--- src/common/cet_pkg.sv ---
// shared constants for the can error, stamp and test block
package cet_pkg;
   // ------------------------------------------------------------
   // register byte offsets
   // ------------------------------------------------------------
   localparam logic [7:0] OFS_ERR_STATUS = 8'h00;
   localparam logic [7:0] OFS_RX_ERR_CNT = 8'h04;
   localparam logic [7:0] OFS_TX_ERR_CNT = 8'h08;
   localparam logic [7:0] OFS_ERR_CODE = 8'h0c;
   localparam logic [7:0] OFS_STAMP = 8'h10;
   localparam logic [7:0] OFS_TEST_CTRL = 8'h14;
   localparam logic [7:0] OFS_STAMP_CFG = 8'h18;
   // ------------------------------------------------------------
   // operating modes and test selections
   // ------------------------------------------------------------
   localparam logic [1:0] MODE_OPERATE = 2'h0;
   localparam logic [1:0] MODE_RESET = 2'h1;
   localparam logic [1:0] MODE_HALT = 2'h2;
   localparam logic [1:0] TEST_LISTEN = 2'h1;
   localparam logic [1:0] TEST_EXT_LOOP = 2'h2;
   localparam logic [1:0] TEST_INT_LOOP = 2'h3;
   // ------------------------------------------------------------
   // field positions
   // ------------------------------------------------------------
   localparam int ST_OVERRUN = 0;
   localparam int ST_OVERLOAD = 1;
   localparam int ST_BUS_LOCK = 2;
   localparam int EC_FLAGS = 7;
   localparam int EC_DISPLAY = 7;
   localparam int TC_SEL_LSB = 0;
   localparam int TC_ENABLE = 7;
   localparam int PS_W = 2;
   // ------------------------------------------------------------
   // reset values and counts
   // ------------------------------------------------------------
   localparam logic [2:0] ERR_STATUS_RST = 3'h0;
   localparam logic [6:0] ERR_CODE_RST = 7'h00;
   localparam logic [7:0] TEST_CTRL_RST = 8'h00;
   localparam logic [1:0] STAMP_CFG_RST = 2'h0;
   localparam logic [15:0] STAMP_RST = 16'h0000;
   localparam logic [5:0] BUS_LOCK_BITS = 6'h20;
   localparam logic [4:0] FIFO_LAST_MB = 5'h17;
   localparam logic RECESSIVE = 1'b1;
endpackage

--- src/design/cet_top.sv ---
// error flags, error counters, time stamp and test modes of the can controller
//
// The placing of the registers and register access over Wishbone are this design's own decisions.
`timescale 1ns/10ps
module cet_top #(
   parameter int STAMP_W = 16
) (
   input wire logic clk_i,
   input wire logic rst_i,
   // wishbone slave
   input wire logic wb_cyc_i,
   input wire logic wb_stb_i,
   input wire logic wb_we_i,
   input wire logic [7:0] wb_adr_i,
   input wire logic [3:0] wb_sel_i,
   input wire logic [31:0] wb_dat_i,
   output logic [31:0] wb_dat_o,
   output logic wb_ack_o,
   // controller state
   input wire logic [1:0] op_mode_i,
   input wire logic sleep_i,
   input wire logic bit_tick_i,
   input wire logic [7:0] rx_err_cnt_i,
   input wire logic [7:0] tx_err_cnt_i,
   // protocol events, one-cycle pulses, with the overrun mailbox number and the mailbox mode levels
   input wire logic stuff_err_i,
   input wire logic form_err_i,
   input wire logic ack_err_i,
   input wire logic crc_err_i,
   input wire logic rec_bit_err_i,
   input wire logic dom_bit_err_i,
   input wire logic ack_delim_err_i,
   input wire logic overload_det_i,
   input wire logic overrun_i,
   input wire logic [4:0] overrun_mb_i,
   input wire logic overrun_fifo_i,
   input wire logic fifo_mode_i,
   input wire logic overwrite_mode_i,
   input wire logic rx_store_i,
   // bit stream
   input wire logic ctrl_tx_i,
   output logic ctrl_rx_o,
   input wire logic bus_receive_pin_i,
   output logic bus_transmit_pin_o,
   // status toward the controller
   output logic rx_complete_req_o,
   output logic listen_only_o,
   output logic self_ack_o,
   output logic [7:0] stamp_low_field_o,
   output logic [7:0] stamp_high_field_o,
   output logic stamp_we_o
);
   // ------------------------------------------------------------
   // declarations
   // ------------------------------------------------------------
   logic [2:0] err_status_ff;
   logic [6:0] ec_accum_ff;
   logic [6:0] ec_first_ff;
   logic error_display_select_ff;
   logic [7:0] test_control_ff;
   logic [cet_pkg::PS_W-1:0] stamp_prescale_ff;
   logic [STAMP_W-1:0] stamp_cnt;
   logic rx_meta_ff;
   logic rx_sync_ff;
   logic [5:0] dom_cnt_ff;
   logic lock_armed_ff;
   logic ack_ff;
   logic [31:0] rd_dat_ff;
   logic bus_req;
   logic wr_lane0;
   logic in_reset;
   logic test_enable;
   logic [1:0] test_select;
   logic listen_only;
   logic ext_loop;
   logic int_loop;
   logic rx_line;
   logic [6:0] ec_set;
   logic [6:0] ec_clr;
   logic [2:0] st_set;
   logic [2:0] st_clr;
   logic [6:0] ec_first_kept;
   logic lock_hit;
   logic [31:0] nxt_rd_dat;
   logic [7:0] ec_clr_wide;
   logic [7:0] st_clr_wide;
   localparam logic [5:0] BUS_LOCK_LAST = 6'(cet_pkg::BUS_LOCK_BITS - 6'h01);

   // ------------------------------------------------------------
   // helper functions
   // ------------------------------------------------------------
   // zero bits written by software select which flags to clear
   function automatic logic [7:0] zero_clear(input logic hit, input logic [7:0] wdat);
      zero_clear = hit ? ~wdat : 8'h00;
   endfunction

   // which mailboxes report overrun depends on mailbox mode
   function automatic logic overrun_counts(input logic fifo_mode, input logic [4:0] mb,
                                           input logic is_fifo);
      overrun_counts = !fifo_mode || is_fifo || (mb <= cet_pkg::FIFO_LAST_MB);
   endfunction

   // ------------------------------------------------------------
   // mode and test decoding
   // ------------------------------------------------------------
   assign in_reset = (op_mode_i == cet_pkg::MODE_RESET);
   assign test_enable = test_control_ff[cet_pkg::TC_ENABLE];
   assign test_select = test_control_ff[cet_pkg::TC_SEL_LSB +: 2];
   // with test disabled the select field has no effect at all
   assign listen_only = test_enable && (test_select == cet_pkg::TEST_LISTEN);
   assign ext_loop = test_enable && (test_select == cet_pkg::TEST_EXT_LOOP);
   assign int_loop = test_enable && (test_select == cet_pkg::TEST_INT_LOOP);

   // ------------------------------------------------------------
   // receive pin synchroniser and bit routing
   // ------------------------------------------------------------
   // pin is asynchronous to clk_i; two stages before any use
   always_ff @(posedge clk_i) begin
      if (rst_i) begin
         rx_meta_ff <= cet_pkg::RECESSIVE;
         rx_sync_ff <= cet_pkg::RECESSIVE;
      end else begin
         rx_meta_ff <= bus_receive_pin_i;
         rx_sync_ff <= rx_meta_ff;
      end
   end

   // internal loopback ignores the external pin entirely
   assign rx_line = int_loop ? ctrl_tx_i : rx_sync_ff;

   // registered outputs cost one cycle of delay on each path
   always_ff @(posedge clk_i) begin
      if (rst_i) begin
         ctrl_rx_o <= cet_pkg::RECESSIVE;
         bus_transmit_pin_o <= cet_pkg::RECESSIVE;
         listen_only_o <= 1'b0;
         self_ack_o <= 1'b0;
      end else begin
         ctrl_rx_o <= rx_line;
         // listen only and internal loopback keep the pin recessive
         bus_transmit_pin_o <= (listen_only || int_loop) ? cet_pkg::RECESSIVE
                                                         : ctrl_tx_i;
         // engine suppresses ack, overload and active error flags
         listen_only_o <= listen_only;
         self_ack_o <= ext_loop || int_loop;
      end
   end

   // ------------------------------------------------------------
   // wishbone slave
   // ------------------------------------------------------------
   assign bus_req = wb_cyc_i && wb_stb_i && !ack_ff;
   assign wr_lane0 = bus_req && wb_we_i && wb_sel_i[0];

   // one wait state; ack drops in the cycle after it is given
   always_ff @(posedge clk_i) begin
      if (rst_i) begin
         ack_ff <= 1'b0;
      end else begin
         ack_ff <= bus_req;
      end
   end

   // read mux; unmapped offsets read zero
   always_comb begin
      nxt_rd_dat = 32'h0000_0000;
      if (wb_adr_i == cet_pkg::OFS_ERR_STATUS) begin
         nxt_rd_dat[2:0] = err_status_ff;
      end else if (wb_adr_i == cet_pkg::OFS_RX_ERR_CNT) begin
         nxt_rd_dat[7:0] = rx_err_cnt_i;
      end else if (wb_adr_i == cet_pkg::OFS_TX_ERR_CNT) begin
         nxt_rd_dat[7:0] = tx_err_cnt_i;
      end else if (wb_adr_i == cet_pkg::OFS_ERR_CODE) begin
         nxt_rd_dat[6:0] = error_display_select_ff ? ec_accum_ff : ec_first_ff;
         nxt_rd_dat[cet_pkg::EC_DISPLAY] = error_display_select_ff;
      end else if (wb_adr_i == cet_pkg::OFS_STAMP) begin
         nxt_rd_dat[STAMP_W-1:0] = stamp_cnt;
      end else if (wb_adr_i == cet_pkg::OFS_TEST_CTRL) begin
         nxt_rd_dat[7:0] = test_control_ff;
      end else if (wb_adr_i == cet_pkg::OFS_STAMP_CFG) begin
         nxt_rd_dat[cet_pkg::PS_W-1:0] = stamp_prescale_ff;
      end
   end

   always_ff @(posedge clk_i) begin
      if (rst_i) begin
         rd_dat_ff <= 32'h0000_0000;
      end else if (bus_req && !wb_we_i) begin
         rd_dat_ff <= nxt_rd_dat;
      end
   end

   assign wb_ack_o = ack_ff;
   assign wb_dat_o = rd_dat_ff;

   // ------------------------------------------------------------
   // plain control registers
   // ------------------------------------------------------------
   // test control returns to its reset value in reset mode
   always_ff @(posedge clk_i) begin
      if (rst_i || in_reset) begin
         test_control_ff <= cet_pkg::TEST_CTRL_RST;
      end else if (wr_lane0 && wb_adr_i == cet_pkg::OFS_TEST_CTRL) begin
         test_control_ff <= wb_dat_i[7:0];
      end
   end

   // display select survives reset mode; software keeps to reset/halt
   always_ff @(posedge clk_i) begin
      if (rst_i) begin
         error_display_select_ff <= 1'b0;
      end else if (wr_lane0 && wb_adr_i == cet_pkg::OFS_ERR_CODE) begin
         error_display_select_ff <= wb_dat_i[cet_pkg::EC_DISPLAY];
      end
   end

   always_ff @(posedge clk_i) begin
      if (rst_i) begin
         stamp_prescale_ff <= cet_pkg::STAMP_CFG_RST;
      end else if (wr_lane0 && wb_adr_i == cet_pkg::OFS_STAMP_CFG) begin
         stamp_prescale_ff <= wb_dat_i[cet_pkg::PS_W-1:0];
      end
   end

   // ------------------------------------------------------------
   // error code flags
   // ------------------------------------------------------------
   // all conditions of one instant land together
   assign ec_set = {ack_delim_err_i, dom_bit_err_i, rec_bit_err_i, crc_err_i,
                    ack_err_i, form_err_i, stuff_err_i};
   // a clear that leaves other bits alone relies on ones written there
   assign ec_clr_wide = zero_clear(wr_lane0 && wb_adr_i == cet_pkg::OFS_ERR_CODE,
                                   wb_dat_i[7:0]);
   assign ec_clr = ec_clr_wide[6:0];
   assign ec_first_kept = ec_first_ff & ~ec_clr;

   always_ff @(posedge clk_i) begin
      if (rst_i || in_reset) begin
         ec_accum_ff <= cet_pkg::ERR_CODE_RST;
      end else begin
         ec_accum_ff <= (ec_accum_ff & ~ec_clr) | ec_set;
      end
   end

   // first code freezes until software clears what it holds
   always_ff @(posedge clk_i) begin
      if (rst_i || in_reset) begin
         ec_first_ff <= cet_pkg::ERR_CODE_RST;
      end else if (ec_first_kept == cet_pkg::ERR_CODE_RST) begin
         ec_first_ff <= ec_set;
      end else begin
         ec_first_ff <= ec_first_kept;
      end
   end

   // ------------------------------------------------------------
   // overrun, overload and bus lock flags
   // ------------------------------------------------------------
   assign lock_hit = bit_tick_i && (rx_line != cet_pkg::RECESSIVE) && lock_armed_ff &&
                     (op_mode_i == cet_pkg::MODE_OPERATE) &&
                     (dom_cnt_ff == BUS_LOCK_LAST);
   assign st_set[cet_pkg::ST_OVERRUN] = overrun_i && !overwrite_mode_i &&
      overrun_counts(fifo_mode_i, overrun_mb_i, overrun_fifo_i);
   assign st_set[cet_pkg::ST_OVERLOAD] = overload_det_i;
   assign st_set[cet_pkg::ST_BUS_LOCK] = lock_hit;
   assign st_clr_wide = zero_clear(wr_lane0 && wb_adr_i == cet_pkg::OFS_ERR_STATUS,
                                   wb_dat_i[7:0]);
   assign st_clr = st_clr_wide[2:0];

   // set beats a coinciding software clear
   always_ff @(posedge clk_i) begin
      if (rst_i || in_reset) begin
         err_status_ff <= cet_pkg::ERR_STATUS_RST;
      end else begin
         err_status_ff <= (err_status_ff & ~st_clr) | st_set;
      end
   end

   // overwrite mode reports through the completion request instead
   always_ff @(posedge clk_i) begin
      if (rst_i) begin
         rx_complete_req_o <= 1'b0;
      end else begin
         rx_complete_req_o <= overrun_i && overwrite_mode_i;
      end
   end

   // consecutive dominant bits, saturating below the lock count
   always_ff @(posedge clk_i) begin
      if (rst_i || in_reset) begin
         dom_cnt_ff <= 6'h00;
      end else if (bit_tick_i) begin
         if (rx_line == cet_pkg::RECESSIVE) begin
            dom_cnt_ff <= 6'h00;
         end else if (dom_cnt_ff != BUS_LOCK_LAST) begin
            dom_cnt_ff <= 6'(dom_cnt_ff + 6'h01);
         end
      end
   end

   // disarmed on detection; rearmed once flag is clear and bus frees
   always_ff @(posedge clk_i) begin
      if (rst_i || in_reset) begin
         lock_armed_ff <= 1'b1;
      end else if (lock_hit) begin
         lock_armed_ff <= 1'b0;
      end else if (!err_status_ff[cet_pkg::ST_BUS_LOCK] && bit_tick_i &&
                   rx_line == cet_pkg::RECESSIVE) begin
         lock_armed_ff <= 1'b1;
      end
   end

   // ------------------------------------------------------------
   // time stamp
   // ------------------------------------------------------------
   cet_stamp #(
      .CNT_W(STAMP_W),
      .PS_W(cet_pkg::PS_W)
   ) u_stamp (
      .clk_i(clk_i),
      .rst_i(rst_i),
      .bit_tick_i(bit_tick_i),
      .prescale_i(stamp_prescale_ff),
      .hold_i(sleep_i || op_mode_i == cet_pkg::MODE_HALT),
      .clear_i(in_reset),
      .count_o(stamp_cnt)
   );

   // mailbox write takes the stamp of the storing cycle
   always_ff @(posedge clk_i) begin
      if (rst_i) begin
         stamp_low_field_o <= 8'h00;
         stamp_high_field_o <= 8'h00;
         stamp_we_o <= 1'b0;
      end else begin
         stamp_we_o <= rx_store_i;
         if (rx_store_i) begin
            stamp_low_field_o <= stamp_cnt[7:0];
            stamp_high_field_o <= stamp_cnt[15:8];
         end
      end
   end
endmodule

--- src/design/cet_stamp.sv ---
// free-running time stamp counter with bit-time prescaler
`timescale 1ns/10ps
module cet_stamp #(
   parameter int CNT_W = 16,
   parameter int PS_W = 2
) (
   input wire logic clk_i,
   input wire logic rst_i,
   input wire logic bit_tick_i,
   input wire logic [PS_W-1:0] prescale_i,
   input wire logic hold_i,
   input wire logic clear_i,
   output logic [CNT_W-1:0] count_o
);
   localparam int DIV_W = (1 << PS_W);

   logic [DIV_W-1:0] div_ff;
   logic [DIV_W-1:0] div_last;
   logic ref_tick;

   // ------------------------------------------------------------
   // reference tick
   // ------------------------------------------------------------
   // multiple of bit time is two to the prescale value
   assign div_last = DIV_W'((1 << prescale_i) - 1);
   assign ref_tick = bit_tick_i && (div_ff >= div_last);

   // divider runs only while the counter may advance
   always_ff @(posedge clk_i) begin
      if (rst_i || clear_i) begin
         div_ff <= '0;
      end else if (bit_tick_i && !hold_i) begin
         div_ff <= ref_tick ? '0 : DIV_W'(div_ff + 1'b1);
      end
   end

   // ------------------------------------------------------------
   // counter
   // ------------------------------------------------------------
   // reset mode clears, sleep and halt freeze
   always_ff @(posedge clk_i) begin
      if (rst_i || clear_i) begin
         count_o <= CNT_W'(cet_pkg::STAMP_RST);
      end else if (ref_tick && !hold_i) begin
         count_o <= CNT_W'(count_o + 1'b1);
      end
   end
endmodule

--- config.mk ---
export PLATFORM = sky130hd
export DESIGN_NAME = cet_top
export DESIGN_NICKNAME = d
export VERILOG_FILES = /design/src/common/cet_pkg.sv /design/src/design/cet_top.sv /design/src/design/cet_stamp.sv
export SDC_FILE = /design/constraint.sdc
export NUM_CORES = 1
export LEC_CHECK = 0
export BUFFER_PORTS_ARGS = -buffer_cell sky130_fd_sc_hd__buf_2
export CORE_UTILIZATION = 40
export CTS_CLUSTER_SIZE = 12
export DETAILED_ROUTE_END_ITERATION = 12
export PLACE_DENSITY = 0.72
export REMOVE_ABC_BUFFERS = 1
export SLEW_MARGIN = 20
export SYNTH_ARGS = -nofsm -noshare
export SYNTH_HDL_FRONTEND = slang
export SYNTH_SLANG_ARGS = --single-unit
--- constraint.sdc ---
create_clock -name clk_i -period 6 [get_ports clk_i]
set_input_delay 1.2 -clock clk_i [delete_from_list [all_inputs] [get_ports clk_i]]
set_output_delay 1.2 -clock clk_i [all_outputs]
set_load 0.02 [all_outputs]
* Word level (Yosys, flattened, before mapping) *
Cells that the tools add are included.

word-level totals
  register bits after elaboration = 96
  input port bits = 89
  output and inout bits = 55
  logic and storage cells = 117

operators by class
  add/sub/neg operators = 4
  order comparisons = 2
  eq/ne operators = 13
  shift operators = 1
  multiplexer cells = 23
  bitwise gates (word level) = 9
  reduce and logical (&&, ||, !) cells = 43

operators by type and width
  operator                                                                number
  8-bit 2-to-1 mux                                                        8
  8-bit by 5-bit equality test with 1-bit output (second input constant)  3
  1-bit logical AND                                                       24
  7-bit 2-to-1 mux                                                        3
  6-bit 2-to-1 mux                                                        3
  16-bit by 1-bit adder with 16-bit output (second input constant)        1
  8-bit by 4-bit equality test with 1-bit output (second input constant)  2
  7-bit AND                                                               2
  7-bit inverter                                                          2
  13-bit 2-to-1 mux                                                       1
  8-bit by 3-bit equality test with 1-bit output (second input constant)  1
  8-bit logical NOT                                                       1
  7-bit logical NOT                                                       1
  7-bit bitwise OR                                                        1
  6-bit by 1-bit adder with 6-bit output (second input constant)          1
  2-bit equality test (second input constant)                             3
  6-bit by 5-bit equality test with 1-bit output (second input constant)  1
  1-bit logical NOT                                                       6
  1-bit logical OR                                                        6
  3-bit 2-to-1 mux                                                        2
  6-bit by 5-bit != test with 1-bit output (second input constant)        1
  5-bit <= comparator (second input constant)                             1
  4-bit by 1-bit adder with 4-bit output (second input constant)          1
  2-bit by 1-bit equality test with 1-bit output (second input constant)  2
  other kinds (14)                                                        18

* Longest topological paths before layout *
Gate-level depths: netlist (run 1).

  depth after elaboration = 10
  gate-level depth with buffers = 8
  gate-level depth less buffers = 7

* By module *
A second synthesis (run 1) with hierarchy kept.

unflattened totals
  cell total of the unflattened synthesis = 543
  area total of the unflattened synthesis = 4850.9 um^2

by module, submodules not included
  module     instances  cells each  area an instance (um^2)  sequential area each (um^2)
  cet_top    1          415         3613.5                   1521.5
  cet_stamp  1          128         1237.4                   400.4

* Least setup slack after synthesis (run 1) *
OpenSTA, ideal clock, no wires.

  path type = input to register
  start = input wb_adr_i[1]
  end = register test_control_ff[0]
  setup time = 128 ps
  data arrival time = 3179 ps
  required time = 5872 ps
  path slack = 2694 ps
  stages on the path = 6
  buffers on the path = 1
  cells stage by stage = or4_4 or4b_1 buf_2 nor4_4 mux2i_1 nor2_1

on the way
  cells in the longest elaborated chain, start to end = 2

RTL lines
  what                                            RTL line        source
  start: declaration                              cet_top.sv:14   input wire logic [7:0] wb_adr_i,
  8-bit by 5-bit equality test with 1-bit output  cet_top.sv:203  end else if (wr_lane0 && wb_adr_i == cet_pkg::OFS_TEST_CTRL) begin
  1-bit logical AND                               cet_top.sv:203
  end signal: assignment                          cet_top.sv:202  test_control_ff <= cet_pkg::TEST_CTRL_RST;
  end signal: assignment                          cet_top.sv:204  test_control_ff <= wb_dat_i[7:0];
  end: declaration                                cet_top.sv:60   logic [7:0] test_control_ff;

No other way between the ends.
A chain may end at the register's enable or synchronous reset.

* Worst setup path after layout (run 1) *
  start = input wb_adr_i[1]
  end = register ec_first_ff[0]

on the way
  cells in the longest elaborated chain, start to end = 7

RTL lines
  what                                                RTL line        source
  8-bit by 4-bit equality test with 1-bit output (*)  cet_top.sv:232  assign ec_clr_wide = zero_clear(wr_lane0 && wb_adr_i == cet_pkg::OFS_ERR_CODE,
  1-bit logical AND (*)                               cet_top.sv:232
  7-bit 2-to-1 mux (*)                                cet_top.sv:94   zero_clear = hit ? ~wdat : 8'h00;
  7-bit inverter (*)                                  cet_top.sv:235  assign ec_first_kept = ec_first_ff & ~ec_clr;
  7-bit AND (*)                                       cet_top.sv:235
  7-bit logical NOT                                   cet_top.sv:249  end else if (ec_first_kept == cet_pkg::ERR_CODE_RST) begin
  7-bit 2-to-1 mux (*)                                cet_top.sv:249
  end signal: assignment                              cet_top.sv:248  ec_first_ff <= cet_pkg::ERR_CODE_RST;
  end signal: assignment                              cet_top.sv:250  ec_first_ff <= ec_set;
  end signal: assignment                              cet_top.sv:252  ec_first_ff <= ec_first_kept;
  end: declaration                                    cet_top.sv:58   logic [6:0] ec_first_ff;

Mark *: on every way between the ends. The rest lies on a longest branch, timed or not.

==> results.ini, run 1 <==
[outcome]
status = finished, final reports clean

[worst_setup_path]
critPathRequiredTime_ps = 6250
worstPathMaxFanout = 9
max_stage_delay_ps = 900
worstSetupStartpointType = primary input
cpMaxStageDelayCell = nor4_1
path_cells = buf_2 -> nor4_1 -> nand4b_1 -> o21ai_0 -> nand4_1 -> o22ai_1
setup.worst_path.class = primary input to register
cp_data_arrival_time_ps = 3880
r2r-end = u_stamp.count_o[15]
cp-end-kind = register
worstRegToRegCells = 7
r2r_start = stamp_prescale_ff[1]
rrSetupSlack_ps = 3230

[sta]
finalClockSkew_ps = 8.98
max_slew_margin_pct = 23.9
period_needed_ps = 3620
fmax_ghz = 0.276
layout_setup_ws_ps = 2380
rsz0062_at_grt = no
holdWs_ps = 412
worst_pin_slew_ps = 1130
timing_hold_violations_final = 0
period_share_pct = 60.4
setup_viol = 0
fin_tns_setup_ps = 0
final-max-slew-violation-count = 0

[floorplan]
io_pins = 144
coreArea_mm2 = 0.0109
die_y_um = 108
initial_utilization_pct = 41.3
die_x_um = 108
num_rows = 38
die-area_mm2 = 0.0117

[layout]
n_antenna_cell = 0
drive_gt1_share_pct = 19.8
final_cell_mix = buf_2 (97), dfxtp_1 (96), nor2_1 (68)
n_fill_cell = 1063
area_growth_pct = 17.7
nets = 707
final_common_cell = buf_2

[place]
pre_cts_slack_ps = 2130
dpl.hpwl_um = 8360
globalplace.congestion = 0.952
port-buffer-count = 97

[global_routing]
grt_pass1_vias = 3752
grt_first_pass_wirelength_um = 17600
antenna_found_initial = 0
grt_max_degree = 48
grt_use_total_pct = 19.3
grt-ovfl-total = 0

[yosys]
syn-cell-area_mm2 = 0.00452
synth_compound_area_share_pct = 16.3
syn_avg_cell_area_um2 = 8.52
synth_edf_count = 0
netlist.area_leader.share_pct = 42.6
yosysSeqAreaShare_pct = 42.6
yosys.area.top_type = dfxtp_1
synth_cell_types = 50
yosys.area_share.simple_pct = 22.5
ys_seq_elements = 96
async_reset_ff_share_pct = 0
yosys-top-cells-area = dfxtp_1 (43%), mux2i_1 (8.6%), nor2_1 (5.7%), a21oi_1 (4.4%), nand2_1 (3.2%)
syn_inst = 530
synth_top_family_by_area = simple AND/OR/NAND/NOR gates
yosys-mux-area-fraction_pct = 8.89
synthAdderAreaFrac_pct = 1.94
ys_warn_count = 0
synth_xor_area_share_pct = 1.55
ys.flop_type = dfxtp_1

[worst_hold_path]
holdPathEnd = rx_sync_ff
hold_depth = 1
hold_path_class = register to register
min_from = rx_meta_ff

[clock_network]
postCtsHoldBufs = 0
clk_latency_ps = 340
cts_buffer_depth = 2
post_cts_buffers = 0
cts_resized = 0
cts_buffers = 9
clock-sinks = 96
cts_tree = built
root_buffer = clkbuf_16
ctsHtreeMaxLevel = 3
cts.clk_slew.worst_paths_ps = 60

[route]
drt-initial-drc-count = 305
viasPerCell = 5.53
drc_errors = 0
vias = 4178
dr.pass1.iters = 5
final_antenna_net_count = 0
wire_per_inst_um = 14.8
routed_wl_um = 11200

[power]
power_switching_mw = 0.354
clockPowerShare_pct = 40.7
swShare_pct = 25.5
combPwrFrac_pct = 11.1
p_int_mw = 1.04
ir_drop_uv = 197
cellPowerDensity_mw_per_mm2 = 262
power.leakage_nw = 2.18
pwr-share-seq_pct = 48.2

[job]
cap_violations = 0

[registers in the layout, indices dropped and copies added (netlist names), 2 cells and up]
signal,count
ec_accum_ff,7
u_stamp.count_o,16
dom_cnt_ff,6
test_control_ff,8
stamp_high_field_o,8
wb_dat_o,16
ec_first_ff,7
err_status_ff,3
u_stamp.div_ff,4
stamp_low_field_o,8
stamp_prescale_ff,2
[power groups by stage]
stage	registers (mW)	clock network, mW	logic, mW
6_report	0.670	0.567	0.155
5_1_grt	0.672	0.608	0.169
4_1_cts	0.669	0.581	0.154
3_5_place_dp	0.684	0	0.153
3_3_place_gp	0.683	0	0.148
2_1_floorplan	0.683	0	0.0889
[stage by stage]
step / cells / utilization (%) / power [mW] / cell area [µm²]
finish: 756 / 48.6 / 1.39 / 5310
global route: 756 / 48.6 / 1.45 / 5310
global placement: 740 / 45.9 / 0.831 / 5020
floorplan: 502 / - / 0.772 / 4350
CTS: 756 / 48.6 / 1.40 / 5310
detailed placement: 740 / 45.9 / 0.837 / 5020
[worst max-delay path: cells and delay by family]
family                 cells  cell delay (ps)
and+or+nand+nor            3             1820
AOI/OAI and AO/OA          2              760
buffers and inverters      1              110
[Yosys cell counts (2+ instances only)]
library cell,count
buf_4,16
o21ai_1,2
a21oi_1,40
nand2_1,38
a211o_1,2
nor2_1,68
xnor2_1,3
a21o_1,3
ha_1,7
nor4bb_1,3
or4_1,7
nand3_1,15
nand3b_1,8
mux2i_1,39
a31oi_1,2
conb_1,2
o21bai_1,2
a22oi_1,9
nor2b_1,8
o211ai_1,7
o31ai_1,6
or3_1,7
dfxtp_1,96
buf_1,2
nor4_1,2
a221o_1,2
or2_2,5
nand4b_1,3
a211oi_1,5
o22ai_1,10
nor3_1,6
nand4_1,14
clkbuf_1,24
xor2_1,5
and3_1,5
o21ai_0,28
nand2b_1,3
inv_1,14
[worst max path at each step]
| stage | from | end | slack, ps | cells past startpoint |
|---|---|---|---|---|
| finish | wb_adr_i[1] | ec_first_ff[0] | 2380 | 6 |
| global route | wb_adr_i[1] | ec_first_ff[0] | 2240 | 6 |
| CTS | wb_adr_i[1] | ec_first_ff[0] | 2480 | 6 |
| detailed placement | wb_adr_i[1] | ec_first_ff[0] | 2130 | 6 |
| global placement | wb_adr_i[1] | ec_first_ff[1] | 2230 | 6 |
| floorplan | wb_adr_i[1] | test_control_ff[0] | 2650 | 5 |
[cells by family (layout without fill, tap and decap cells)]
logic type                 count (synthesis)  after routing
buffers and inverters                     57            128
DFF                                       96             96
AOI/OAI and AO/OA                        122            122
muxes                                     40             40
other                                      2             17
adders and majority gates                  7              7
xor gates and xnor gates                   8              8
and+or+nand+nor                          198            198
[layout make-up]
cell class              instances  area [µm²]  area share [%]
multi-input cells             392        2370            44.7
flip-flops and latches         96        1920            36.2
repair buffers                 98         493            9.28
clock buffers                   9         225            4.24
well taps                     140         175            3.30
clock inverters                 7        71.3            1.34
inverters                      14        52.6           0.989
[per-layer routing]
metal  vias up  track usage, %  routed length, µm
met5         -               0                  0
met4         0            6.18                146
met3        16            3.92                827
met2       174            33.0               5360
met1      1948            24.2               4860
li1       2040               -                  -
No activity file was read; power rests on OpenSTA's default activity.
==> run 2, diff against run 1 <==
==> constraint.sdc (replaced) <==
create_clock -name clk_i -period 3.45 [get_ports clk_i]
set_input_delay 0.69 -clock clk_i [delete_from_list [all_inputs] [get_ports clk_i]]
set_output_delay 0.69 -clock clk_i [all_outputs]
set_load 0.02 [all_outputs]
==> run 2 against run 1 <==
Effect of this change:
- wire length is 1.4% higher
- worst hold slack worse by 1.1 ps
- power is 75% higher
- sequential share of layout area is 0.42 points lower
- combinational power is 78% higher
- final area is 1.2% higher
- clock skew hardly changed
- sequential cell count stayed put
- clock power is 75% higher
- cell count is 1.1% higher
- via count is 0.72% lower
- critical endpoint is now u_stamp.count_o[15]
- largest cell class unchanged
- highest routed layer is now met5
==> results.ini, run 2 (synthesis results as in run 1) <==
[floorplan]
die_x_um = 108  ; unchanged
num_rows = 38  ; unchanged
io_pins = 144  ; unchanged
die-area_mm2 = 0.0117  ; unchanged
coreArea_mm2 = 0.0109  ; unchanged
initial_utilization_pct = 41.3  ; unchanged
die_y_um = 108  ; unchanged

[layout]
drive_gt1_share_pct = 20.7  ; was 19.8%
n_fill_cell = 1075  ; was 1063
fin_area_mm2 = 0.00538  ; was 0.00531 mm²
final_cell_mix = buf_2 (97), dfxtp_1 (96), nor2_1 (68)  ; unchanged
area_growth_pct = 19.1  ; was 17.7%
seqCellArea_mm2 = 0.00192  ; unchanged
n_antenna_cell = 0  ; unchanged
nets = 715  ; was 707
multi_input_area_mm2 = 0.00237  ; unchanged
final_common_cell = buf_2  ; unchanged

[worst_hold_path]
hold_depth = 1  ; unchanged
hold_path_class = register to register  ; unchanged

[power]
cellPowerDensity_mw_per_mm2 = 452  ; was 262 mW/mm²
ir_drop_uv = 362  ; was 197 µV
power.leakage_nw = 2.23  ; was 2.18 nW

[worst_setup_path]
rrSetupSlack_ps = 730  ; was 3230 ps
cp-end-kind = register  ; unchanged
path_cells = or2_2 -> ha_1 -> nor2b_1 -> o21ai_0 -> nand4_1 -> or4_1 -> a21oi_1  ; was buf_2 -> nor4_1 -> nand4b_1 -> o21ai_0 -> nand4_1 -> o22ai_1
path_buf_inv = 0  ; was 1
crit_end = u_stamp.count_o[15]  ; was ec_first_ff[0]
max_stage_delay_ps = 610  ; was 900 ps
worstRegToRegCells = 7  ; unchanged
setup.worst_path.class = register to register  ; was primary input to register
crit_start = stamp_prescale_ff[1]  ; was wb_adr_i[1]
cp.depth = 7  ; was 6
cpMaxStageDelayCell = or4_1  ; was nor4_1
r2r-end = u_stamp.count_o[15]  ; unchanged
worstSetupStartpointType = register  ; was primary input
cp_data_arrival_time_ps = 2990  ; was 3880 ps
path_delay_family = simple AND/OR/NAND/NOR gates  ; unchanged
r2r_start = stamp_prescale_ff[1]  ; unchanged
worstPathMaxFanout = 11  ; was 9
critPathRequiredTime_ps = 3720  ; was 6250 ps

[clock_network]
root_buffer = clkbuf_16  ; unchanged
clk_latency_ps = 350  ; was 340 ps
cts_tree = built  ; unchanged
cts.clk_slew.worst_paths_ps = 60  ; about the same
clock-sinks = 96  ; unchanged
post_cts_buffers = 0  ; unchanged
cts_buffers = 9  ; unchanged
ctsHtreeMaxLevel = 3  ; unchanged
cts_buffer_depth = 2  ; unchanged
cts_resized = 0  ; unchanged
postCtsHoldBufs = 0  ; unchanged

[route]
drt-initial-drc-count = 237  ; was 305
dr.pass1.iters = 4  ; was 5
routed_wl_um = 11400  ; was 11200 µm
wire_per_inst_um = 14.9  ; was 14.8 µm
vias = 4148  ; was 4178
viasPerCell = 5.43  ; was 5.53
final_antenna_net_count = 0  ; unchanged
drc_errors = 0  ; unchanged

[sta]
rsz0062_at_grt = no  ; unchanged
setup_viol = 0  ; unchanged
worst_pin_slew_ps = 832  ; was 1130 ps
fmax_ghz = 0.368
finalClockSkew_ps = 9.35  ; was 8.98 ps
fin_tns_setup_ps = 0  ; unchanged
period_needed_ps = 2720
period_share_pct = 78.8
max_slew_margin_pct = 44.5  ; was 23.9%
timing_hold_violations_final = 0  ; unchanged
final-max-slew-violation-count = 0  ; unchanged

[place]
dpl_cell_area_mm2 = 0.00508  ; was 0.00502 mm²
port-buffer-count = 97  ; unchanged
dpl.hpwl_um = 8420  ; was 8360 µm
globalplace.congestion = 0.892  ; was 0.952

[global_routing]
grt-ovfl-total = 0  ; unchanged
antenna_found_initial = 1  ; was 0
grt_use_total_pct = 20.0  ; was 19.3%
grt_max_degree = 47  ; was 48
grt_pass1_vias = 3805  ; was 3752
grt_first_pass_wirelength_um = 18100  ; was 17600 µm

[outcome]
status = finished, final reports clean  ; unchanged

[job]
cap_violations = 0  ; unchanged

==> run 2: changes by cell type in the layout (fill, tap and decap cells not counted), sizes merged <==
cell and delta:
clkinvlp -2, buf +8, clkbuf +2, inv -1, clkinv +1
==> run 2: per-layer routing <==
layer  GRT usage, %  share of wire, %  up-vias  routed length [µm]
met2           32.9                46      135                5260
met4           6.76               1.8        2                 200
met3           5.12               6.5       15                 739
met1           25.3                45     1940                5140
li1               -                 -     2056                   -
met5              0              0.11        -                  12
==> run 2: worst min path at each step <==
stage,slack (ps),from,end
global placement,400,rx_meta_ff,rx_sync_ff
finish,410,rx_meta_ff,rx_sync_ff
floorplan,390,rx_meta_ff,rx_sync_ff
global route,430,rx_meta_ff,rx_sync_ff
CTS,410,rx_meta_ff,rx_sync_ff
detailed placement,400,rx_meta_ff,rx_sync_ff
==> run 2: area by class of cell <==
| cell class | instances | area share [%] |
|---|---|---|
| Sequential cell | 96 | 35.7 |
| Clock buffer | 11 | 4.51 |
| Multi-Input combinational cell | 392 | 44.2 |
| Tap cell | 140 | 3.26 |
| Inverter | 14 | 0.977 |
| Clock inverter | 5 | 1.05 |
| Timing Repair Buffer | 106 | 10.3 |
==> run 2: worst register-to-register path: stages (launching register included) <==
cell,delay [ps]
dfxtp_1,350
or2_2,310
ha_1,280
nor2b_1,50
o21ai_0,430
nand4_1,480
or4_1,610
a21oi_1,150
==> run 2: where the power goes <==
part	total, mW	leakage (nW)	switching, mW	internal (mW)
sequential	1.17	0.778	0.0205	1.15
combinational	0.276	1.30	0.175	0.101
clock	0.990	0.145	0.410	0.580
total	2.43	2.23	0.606	1.83
==> run 2: per-stage QoR <==
step / total power [mW] / hold WS [ps] / instances / utilization [%] / worst slack [ps]
floorplan: 1.34 / 389 / 502 / - / 613
global placement: 1.45 / 398 / 748 / 46.4 / 565
detailed placement: 1.46 / 398 / 748 / 46.4 / 526
CTS: 2.45 / 413 / 764 / 49.2 / 771
global route: 2.53 / 426 / 764 / 49.2 / 565
finish: 2.43 / 410 / 764 / 49.2 / 731
